File: src/logic/wdog_pkg.sv
// constants shared by the watchdog, its prescaler and the reset combiner
// assumes one 25 MHz core clock and a synchronous active-low power-on reset
`default_nettype none
package wdog_pkg;
   // core clock period and the base watchdog step, both in nanoseconds
   localparam int unsigned CLK_PERIOD_NS = 40;
   localparam int unsigned BASE_STEP_NS = 125_000_000;
   // base step in clock cycles, rounded down as a longest wait
   localparam int unsigned BASE_STEP_CYCLES = BASE_STEP_NS / CLK_PERIOD_NS;
   // number of timeout settings and the widths they need
   localparam int unsigned TIMEOUT_STEPS = 12;
   localparam logic [3:0] SEL_MAX = 4'hb;
   localparam int unsigned TICK_W = 12;
   // expiry action encodings; the unused code behaves as reset
   localparam logic [1:0] ACT_IRQ = 2'h0;
   localparam logic [1:0] ACT_NMI = 2'h1;
   localparam logic [1:0] ACT_RESET = 2'h2;
   // least width of a watchdog-caused board reset pulse, in clock cycles
   localparam logic [4:0] RESET_HOLD_CYCLES = 5'h10;
   // values after reset
   localparam logic [TICK_W-1:0] TICK_RESET = 12'h000;
   localparam logic [31:0] PRESCALE_RESET = 32'h0000_0000;
   typedef enum logic {WD_OFF, WD_RUN} wd_state_type;
endpackage
`default_nettype wire

File: src/logic/tick_if.sv
// carries the base-step tick between the watchdog and its prescaler
// assumes both ends run on the same core clock
`timescale 1ns/1ps
`default_nettype none
interface tick_if;
   logic restart;
   logic tick;
   modport source (input restart, output tick);
   modport sink (output restart, input tick);
endinterface
`default_nettype wire

File: src/logic/board_watchdog_reset_control.sv
// board watchdog with selectable timeout and action, plus the board reset combiner
// assumes all inputs synchronous to core_clk; control inputs come from local decode
`timescale 1ns/1ps
`default_nettype none
module board_watchdog_reset_control #(
   parameter int unsigned STEP_CYCLES = wdog_pkg::BASE_STEP_CYCLES
) (
   // clock and reset
   input wire logic core_clk,
   input wire logic rst_n,
   // watchdog control from software decode, one-cycle strobes and levels
   input wire logic wdt_enable,
   input wire logic wdt_service,
   input wire logic [3:0] wdt_timeout_sel,
   input wire logic [1:0] wdt_action,
   // reset sources, active high
   input wire logic pushbutton_reset,
   input wire logic backplane_reset_in,
   input wire logic supply_low_5v,
   input wire logic supply_low_3v3,
   input wire logic supply_low_1v8,
   input wire logic core_regulator_fail,
   // outputs
   output logic interrupt_line_five,
   output logic nmi_out,
   output logic board_reset,
   output logic wdt_running
);
   tick_if tk ();

   wdog_prescaler #(.STEP_CYCLES(STEP_CYCLES)) wdog_prescaler_i (
      .core_clk(core_clk),
      .rst_n(rst_n),
      .tk(tk)
   );

   // timeout length in base steps for a setting, clamped to the longest
   function automatic logic [wdog_pkg::TICK_W-1:0] steps_for(input logic [3:0] sel);
      logic [3:0] s;
      s = (sel > wdog_pkg::SEL_MAX) ? wdog_pkg::SEL_MAX : sel;
      steps_for = 12'h001 << s;
   endfunction

   ////////////////////////////////////////////////////////////////////////////
   // watchdog state
   wdog_pkg::wd_state_type state;
   wdog_pkg::wd_state_type next_state;
   logic [wdog_pkg::TICK_W-1:0] ticks;
   logic [wdog_pkg::TICK_W-1:0] next_ticks;
   logic [wdog_pkg::TICK_W-1:0] limit;
   logic [wdog_pkg::TICK_W-1:0] next_limit;
   logic [1:0] action;
   logic [1:0] next_action;
   logic next_irq;
   logic next_nmi;
   logic expire;
   logic local_rst;

   // the watchdog lives under the board reset it can cause
   assign local_rst = !rst_n || board_reset;
   assign expire = (state == wdog_pkg::WD_RUN) && tk.tick && (ticks == limit - 12'h001);
   assign tk.restart = wdt_service || (wdt_enable && state == wdog_pkg::WD_OFF);

   // settings are latched at enable so a stray write cannot shorten a running watchdog
   always_comb begin
      next_state = state;
      next_ticks = ticks;
      next_limit = limit;
      next_action = action;
      next_irq = interrupt_line_five;
      next_nmi = nmi_out;
      case (state)
         wdog_pkg::WD_OFF: begin
            if (wdt_enable) begin
               next_state = wdog_pkg::WD_RUN;
               next_ticks = wdog_pkg::TICK_RESET;
               next_limit = steps_for(wdt_timeout_sel);
               next_action = wdt_action;
            end
         end
         wdog_pkg::WD_RUN: begin
            // no input leads back to off: only local_rst does
            if (wdt_service) begin
               // a same-cycle expiry still raises its line, as it does for the reset action
               next_ticks = wdog_pkg::TICK_RESET;
               next_irq = expire && (action == wdog_pkg::ACT_IRQ);
               next_nmi = expire && (action == wdog_pkg::ACT_NMI);
            end else if (expire) begin
               next_ticks = wdog_pkg::TICK_RESET;
               // interrupts stay up until serviced, so an expiry is never missed
               next_irq = interrupt_line_five || (action == wdog_pkg::ACT_IRQ);
               next_nmi = nmi_out || (action == wdog_pkg::ACT_NMI);
            end else if (tk.tick) begin
               next_ticks = ticks + 12'h001;
            end
         end
         default: begin
            next_state = wdog_pkg::WD_OFF;
         end
      endcase
   end

   always_ff @(posedge core_clk) begin
      if (local_rst) begin
         state <= wdog_pkg::WD_OFF;
         ticks <= wdog_pkg::TICK_RESET;
         limit <= wdog_pkg::TICK_RESET;
         action <= wdog_pkg::ACT_IRQ;
         interrupt_line_five <= 1'b0;
         nmi_out <= 1'b0;
         wdt_running <= 1'b0;
      end else begin
         state <= next_state;
         ticks <= next_ticks;
         limit <= next_limit;
         action <= next_action;
         interrupt_line_five <= next_irq;
         nmi_out <= next_nmi;
         wdt_running <= (next_state == wdog_pkg::WD_RUN);
      end
   end

   ////////////////////////////////////////////////////////////////////////////
   // reset combiner; a watchdog reset is stretched because it clears its own cause
   logic [4:0] hold;
   logic [4:0] next_hold;
   logic wd_reset_req;
   logic any_source;
   logic next_board_reset;

   assign wd_reset_req = expire && (action != wdog_pkg::ACT_IRQ)
      && (action != wdog_pkg::ACT_NMI);
   assign any_source = pushbutton_reset
      || backplane_reset_in
      || supply_low_5v || supply_low_3v3 || supply_low_1v8 || core_regulator_fail;

   always_comb begin
      next_hold = (hold != 5'h00) ? hold - 5'h01 : 5'h00;
      if (wd_reset_req) begin
         next_hold = wdog_pkg::RESET_HOLD_CYCLES;
      end
      next_board_reset = any_source || wd_reset_req || (next_hold != 5'h00);
   end

   // hold counter survives board reset, only power-on reset clears it
   always_ff @(posedge core_clk) begin
      if (!rst_n) begin
         hold <= 5'h00;
         board_reset <= 1'b0;
      end else begin
         hold <= next_hold;
         board_reset <= next_board_reset;
      end
   end

   ////////////////////////////////////////////////////////////////////////////
   // checks
   a_button_resets: assert property (@(posedge core_clk) disable iff (!rst_n)
      pushbutton_reset |=> board_reset)
      else $error("pushbutton did not assert board reset");
   a_backplane_resets: assert property (@(posedge core_clk) disable iff (!rst_n)
      backplane_reset_in |=> board_reset)
      else $error("backplane reset input did not assert board reset");
   a_supply_fail_resets: assert property (@(posedge core_clk) disable iff (!rst_n)
      (supply_low_5v || supply_low_3v3 || supply_low_1v8 || core_regulator_fail)
      |=> board_reset)
      else $error("supply or regulator failure did not assert board reset");
   a_no_stop_running: assert property (@(posedge core_clk) disable iff (!rst_n)
      (wdt_running && !board_reset) |=> wdt_running)
      else $error("running watchdog stopped without board reset");
   a_reset_clears_wdt: assert property (@(posedge core_clk) disable iff (!rst_n)
      board_reset |=> !wdt_running && !interrupt_line_five && !nmi_out)
      else $error("board reset did not clear the watchdog");
   a_expire_resets: assert property (@(posedge core_clk) disable iff (!rst_n)
      (expire && action == wdog_pkg::ACT_RESET) |=> board_reset[*8])
      else $error("reset action did not hold board reset");
   a_expire_interrupt_line_five: assert property (@(posedge core_clk) disable iff (local_rst)
      (expire && action == wdog_pkg::ACT_IRQ && !wdt_service) |=> interrupt_line_five && !nmi_out)
      else $error("interrupt action did not raise interrupt line five");
   a_expire_nmi: assert property (@(posedge core_clk) disable iff (local_rst)
      (expire && action == wdog_pkg::ACT_NMI && !wdt_service) |=> nmi_out && !interrupt_line_five)
      else $error("nmi action did not raise nmi");
   a_timeout_range: assert property (@(posedge core_clk) disable iff (!rst_n)
      wdt_running |-> (limit != 12'h000) && (limit <= 12'h800) && $onehot(limit))
      else $error("timeout outside the twelve settings");
   a_service_restarts: assert property (@(posedge core_clk) disable iff (local_rst)
      (wdt_running && wdt_service) |=> ticks == wdog_pkg::TICK_RESET && !expire)
      else $error("service did not restart the timeout");
   // settings frozen and interrupt levels sticky while the watchdog runs
   a_enable_ignored: assert property (@(posedge core_clk) disable iff (local_rst)
      (wdt_running && wdt_enable) |=> $stable(limit) && $stable(action) && wdt_running)
      else $error("enable while running changed the watchdog settings");
   a_irq_sticky: assert property (@(posedge core_clk) disable iff (local_rst)
      (interrupt_line_five && !wdt_service) |=> interrupt_line_five)
      else $error("interrupt line five dropped without service");
   a_nmi_sticky: assert property (@(posedge core_clk) disable iff (local_rst)
      (nmi_out && !wdt_service) |=> nmi_out)
      else $error("nmi dropped without service");
   a_release_follows: assert property (@(posedge core_clk) disable iff (!rst_n)
      (!any_source && !wd_reset_req && hold == 5'h00) |=> !board_reset)
      else $error("board reset held with no source active");

   c_wdt_reset: cover property (@(posedge core_clk) disable iff (!rst_n)
      wd_reset_req ##1 board_reset);
   c_wdt_irq: cover property (@(posedge core_clk) disable iff (!rst_n)
      $rose(interrupt_line_five));
   c_wdt_nmi: cover property (@(posedge core_clk) disable iff (!rst_n)
      $rose(nmi_out));
   c_service: cover property (@(posedge core_clk) disable iff (!rst_n)
      wdt_running && wdt_service ##1 wdt_running);
   c_button: cover property (@(posedge core_clk) disable iff (!rst_n)
      pushbutton_reset ##1 board_reset);
endmodule
`default_nettype wire

File: src/logic/wdog_prescaler.sv
// divides the core clock down to one tick per 125 ms base step
// assumes restart is a one-cycle request from the watchdog
`timescale 1ns/1ps
`default_nettype none
module wdog_prescaler #(
   parameter int unsigned STEP_CYCLES = wdog_pkg::BASE_STEP_CYCLES
) (
   // clock and reset
   input wire logic core_clk,
   input wire logic rst_n,
   // tick towards the watchdog
   tick_if.source tk
);
   localparam logic [31:0] LAST = 32'(STEP_CYCLES - 1);

   logic [31:0] count;
   logic [31:0] next_count;
   logic tick;
   logic next_tick;

   ////////////////////////////////////////////////////////////////////////////
   // restart reloads so that a service always buys a full step
   always_comb begin
      next_count = count + 32'h0000_0001;
      next_tick = 1'b0;
      if (tk.restart) begin
         next_count = wdog_pkg::PRESCALE_RESET;
      end else if (count == LAST) begin
         next_count = wdog_pkg::PRESCALE_RESET;
         next_tick = 1'b1;
      end
   end

   always_ff @(posedge core_clk) begin
      if (!rst_n) begin
         count <= wdog_pkg::PRESCALE_RESET;
         tick <= 1'b0;
      end else begin
         count <= next_count;
         tick <= next_tick;
      end
   end

   assign tk.tick = tick;
endmodule
`default_nettype wire
File: config.mk
export PLATFORM = sky130hd
export DESIGN_NAME = board_watchdog_reset_control
export DESIGN_NICKNAME = d
export VERILOG_FILES = /design/src/logic/wdog_pkg.sv /design/src/logic/tick_if.sv /design/src/logic/board_watchdog_reset_control.sv /design/src/logic/wdog_prescaler.sv
export SDC_FILE = /design/constraint.sdc
export NUM_CORES = 1
export LEC_CHECK = 0
export ABC_AREA = 1
export BUFFER_PORTS_ARGS = -buffer_cell sky130_fd_sc_hd__buf_2
export CAP_MARGIN = 20
export CORE_UTILIZATION = 55
export CTS_BUF_LIST = sky130_fd_sc_hd__clkbuf_16
export DETAILED_ROUTE_END_ITERATION = 10
export GPL_TIMING_DRIVEN = 1
export PLACE_DENSITY = 0.86
export SLEW_MARGIN = 20
export SYNTH_ARGS = -nofsm -noshare
export SYNTH_HDL_FRONTEND = slang
export SYNTH_SLANG_ARGS = --single-unit
File: constraint.sdc
create_clock -name core_clk -period 2 [get_ports core_clk]
set_clock_uncertainty 0.1 [all_clocks]
set_input_delay 0.2 -clock core_clk [delete_from_list [all_inputs] [get_ports core_clk]]
set_output_delay 0.2 -clock core_clk [all_outputs]
set_load 0.01 [all_outputs]
Yosys cells after proc, flatten, opt, wreduce, memory -nomap -nowiden. Index checks and enable logic that the tools add are counted.

Order comparisons: 1. Bitwise gates (word level): 2. Reduce and logical (&&, ||, !) cells: 29. Equal/unequal tests: 6. Muxes and demuxes: 15. Shift operators: 1. Add/sub/neg operators: 4.

Operators by type and width (count): 12-bit two-way mux (4); 32-bit by 1-bit adder with 32-bit output (second input constant) (1); 32-bit by 22-bit == test with 1-bit output (second input constant) (1); 12-bit one-hot mux with 2 select lines (1); 12-bit by 1-bit adder with 12-bit output (second input constant) (1); 12-bit == test (1); 1-bit by 4-bit left shift with 12-bit output (first input constant) (1); 12-bit by 1-bit subtractor with 12-bit output (second input constant) (1); 1-bit logical OR (11); 5-bit two-way mux (2); 5-bit nonzero test (2); 1-bit logical AND (7); 1-bit two-way mux (7); 2-bit AND reduction (3); 5-bit by 1-bit subtractor with 5-bit output (second input constant) (1); 4-bit > comparator (second input constant) (1); 4-bit two-way mux (1); 4-bit by 2-bit != test with 1-bit output (second input constant) (1); 2-bit nonzero test (2); 3-bit OR reduction (1); 2-bit by 1-bit == test with 1-bit output (second input constant) (1); 2-bit zero test (1); 2-bit by 1-bit != test with 1-bit output (second input constant) (1); 2-bit != test (second input constant) (1); other kinds (3) (4).

Output and inout port bits: 4. Word-level logic and storage cells: 68. Input port bits: 16. Bits in registers: 68.

Logic depth before layout (Yosys ltp).
Word-level depth: 8. Depth in mapped cells: 16. Gate-level depth less buffers: 16.

Cells and area by module. A second synthesis with hierarchy kept.

Cells, all modules: 669. Area, all modules: 4212.8 µm².

Modules (own cells, without submodules): board_watchdog_reset_control (instances 1, seq. area each 700.7 µm², area each 2213.4 µm², cells each 350); wdog_prescaler (instances 1, seq. area each 660.6 µm², area each 1999.4 µm², cells each 319).

Worst setup path before layout. No wires, ideal clock.

Kind: register to register. Start point: reg limit[0] in the netlist's numbering. End point: reg ticks[4] in the netlist's numbering. Cell stages (with the launch flop): 15. Setup slack: 77 ps. Data arrival time: 1689 ps. Period minus slack after synthesis: 1923 ps. Path buffers: 1. Data required time: 1766 ps. Setup time: 134 ps. Cell sequence: dfxtp_1 inv_1 ha_1 nand2_1 nor2_1 nand2_1 nand2_1 nand2_1 nor2_1 inv_2 nor2_4 nand3_2 buf_6 nand4_1 a21oi_1.

Cells in the longest elaborated chain, start to end: 6. Elaborated cells on any way between the ends: 8. Those cells by class: add/sub (1); eq/ne (2); mux (3); reduce/logical (2).

Ends and longest elaborated chain: start: declaration (line board_watchdog_reset_control.sv:50) `logic [wdog_pkg::TICK_W-1:0] limit;`; start signal: assignment (line board_watchdog_reset_control.sv:107) `limit <= wdog_pkg::TICK_RESET;`; start signal: assignment (line board_watchdog_reset_control.sv:115) `limit <= next_limit;`; 12-bit by 1-bit subtractor with 12-bit output * (line board_watchdog_reset_control.sv:61) `assign expire = (state == wdog_pkg::WD_RUN) && tk.tick && (ticks == limit - 12'h001);`; 12-bit == test * (line board_watchdog_reset_control.sv:61); 1-bit logical AND * (line board_watchdog_reset_control.sv:61); 12-bit two-way mux (line board_watchdog_reset_control.sv:88) `end else if (expire) begin`; 12-bit two-way mux (line board_watchdog_reset_control.sv:83) `if (wdt_service) begin`; 12-bit one-hot mux with 2 select lines (line board_watchdog_reset_control.sv:72) `case (state)`; end signal: assignment (line board_watchdog_reset_control.sv:106) `ticks <= wdog_pkg::TICK_RESET;`; end signal: assignment (line board_watchdog_reset_control.sv:114) `ticks <= next_ticks;`; end: declaration (line board_watchdog_reset_control.sv:48) `logic [wdog_pkg::TICK_W-1:0] ticks;`.

Every way passes the cells marked *; elsewhere a longest branch is shown, timed or not. A chain may end at the register's enable or synchronous reset.

Worst setup path after layout.
Start point: reg limit[1] in the netlist's numbering. End point: reg ticks[10] in the netlist's numbering.

The elaborated chain is that of the path after synthesis.

==> out/qor.yml <==
status:
  status: "finished with violations"
  violations: "negative setup slack"
die:
  io_pins: 20
  die-width_um: 86.8
  die_h_um: 86.8
  die_area_um2: 7530
  placementRows: 30
  core_um2: 6870
  initial_core_util: 0.576
grt:
  grt_pass1_wl_mm: 16.1
  antenna_found_initial: 0
  grt_start_max_net_pins: 33
  grt_pass1_vias: 3811
  overflow: 0
  track_usage: 0.271
critical_path:
  worstPathRequired_ps: 2120
  worstSetupPathType: "reg -> reg"
  cp.buffers_inverters: 4
  endpoint_kind: "register"
  slowest_delay_ps: 340
  start_kind: "register"
  path_common_cell: "nand2_1"
  crit_chain: "inv_2, ha_4, inv_1, nand2_2, nand2_1, nand2_1, nand2_1, nand2_1, nor2_2, inv_2, nor2_4, nand3_4, buf_12, nand4_1, a21oi_1"
  crit_family: "simple AND/OR/NAND/NOR gates"
  cpMaxStageDelayCell: "dfxtp_2"
  arrival_ps: 2190
  critPathMaxFanout: 6
synthesis:
  syn_area_um2: 3950
  ys_warn_count: 0
  yosys-top-cells-area: "dfxtp_1, nand2_1, inv_1"
  synthCells: 603
  synth_cell_types: 41
  synthesis.nets: 623
  synthFlopType: "dfxtp_1"
  ys_seq_elements: 68
  ys_seq_area_frac: 0.344
  synth_area_leader_cell: "dfxtp_1"
  synth_top_area_frac: 0.344
  synth_edf_count: 0
  synth.avg_cell_area_um2: 6.56
  ys_async_sr_fraction: 0
place:
  postPlaceCellArea_um2: 4290
  hpwl_mm: 6.85
  place_ws_ps: -49.0
  io_buffers: 19
  gp_congestion: 0.931
route:
  vias: 4270
  wl_mm: 10.8
  drc: 0
  post_drt_wl_per_cell_um: 14.4
  drt-pass1-iter-count: 5
  routed_via_density: 5.68
  drtIter0Drc: 486
  antenna_left: 0
pwr:
  power.density_nw_per_um2: 740
  p_leak_nw: 1.94
  ir_drop_mv: 0.531
timing:
  finalSetupTns_ps: -437
  setup_viol: 15
  finalCriticalPeriod_ps: 2070
  worst_slack_ps: -74.6
  slew_headroom: 0.670
  rsz0062_at_grt: "yes"
  fmax_mhz: 482
  worst_slew_pin_slew_ps: 491
  slew_viol_final: 0
  min_period_over_period: 1.04
  hold_violations: 0
job:
  cap_violations: 0
finish:
  syn_to_final_growth_pct: 22.6
  final_common_cell: "nand2_1"
  final_cell_mix: "nand2_1, inv_1, nor2_1"
  diodes: 0
  fin_nets: 671
  nFillCells: 495
  multi_input_area_um2: 2310
  regArea_um2: 1370
  design_area_um2: 4850
  drive_gt1_frac: 0.184
clock_network:
  cts_tree: "built"
  clk_pin_slew_ps: 60
  cts_buffers: 9
  ctsHtreeMaxLevel: 3
  clockBufferDepth: 2
  clk-insertion-delay-late_ps: 340
  root_buffer: "clkbuf_16"
  clock-sinks: 68
worst_hold_path:
  hp-class: "in -> reg"
==> worst register-to-register path, delay by kind of cell, from the launching register on <==
family	cells	cell delay [ps]
simple gates	9	920
compound gates	1	80
flops	1	340
fa+ha+maj	1	170
buf+inv	4	360
==> metrics by stage <==
stage	utilization	total power [W]	hold slack [ps]	instances
final	0.706	0.00359	19.0	752
after global routing	0.706	0.00371	62.5	752
after CTS	0.681	0.00356	12.8	746
after detailed placement	0.624	0.00188	336	727
after global placement	0.624	0.00185	337	727
after floorplan	-	0.00177	229	603
==> metal layers <==
layer / global-route usage / part of all wire / up-vias
li1: - / - / 2052
met1: 0.315 / 0.38 / 1913
met2: 0.465 / 0.50 / 238
met3: 0.0590 / 0.075 / 67
met4: 0.145 / 0.045 / 0
met5: 0 / 0 / -
==> synth_stat cells, types with 3 or more instances <==
master      n
nor3b_1     8
buf_2       3
nand2_1   154
ha_1        4
nor2_2      5
nand3_1    29
clkbuf_1    3
o21ai_0    10
nor3b_2     4
nor4_1      8
buf_1       3
nor2_1     77
nand4_1    23
nand3_2     4
inv_1      83
a22oi_1     6
a21oi_1    36
inv_2       4
nand3b_1    3
dfxtp_1    68
nor2_4      4
xnor2_1     6
xor2_1     11
or2_2       4
nor3_1     23
==> final cells by class <==
| type | instances | share of cell area |
|---|---|---|
| well taps | 96 | 0.0248 |
| inverters | 89 | 0.0689 |
| clock buffers | 9 | 0.0465 |
| multi-input cells | 436 | 0.478 |
| clock inverters | 7 | 0.0188 |
| repair buffers | 47 | 0.0808 |
| flip-flops and latches | 68 | 0.283 |
==> power breakdown <==
part	switching, W	total, W	internal [W]
logic	0.000284	0.000446	0.000162
clock network	0.000625	0.00171	0.00109
registers	0.0000279	0.00143	0.00140
==> final timing paths <==
check | start | to | slack [ps] | cells after the start
max | limit[1] | ticks[10] | -70 | 15
min | wdt_enable | state | 20 | 3
max reg2reg | limit[1] | ticks[10] | -70 | 15
min reg2reg | nmi_out | nmi_out | 380 | 2
==> registers in the layout (all words and copies together), names as in the netlist <==
name	cells
interrupt_line_five	1
hold	5
wdog_prescaler_i.count	32
limit	12
wdog_prescaler_i.tk.tick	1
action	2
board_reset	1
ticks	12
nmi_out	1
state	1
==> logic make-up after synthesis <==
logic type	Yosys count	share of synthesized area
flops	68	0.344
fa+ha+maj	4	0.0127
compound gates	61	0.0877
buf+inv	99	0.0968
xor+xnor	17	0.0377
simple gates	354	0.421
==> repair_timing <==
item                       in CTS  in global routing
cloned                          1                  2
hold buffers                    1                  0
buffers inserted                1                  4
hold endpoints to repair        1                  0
resized for setup               9                 29
setup endpoints to repair      15                 22
pin swaps                       5                 19
No activity file was read; power rests on OpenSTA's default activity.
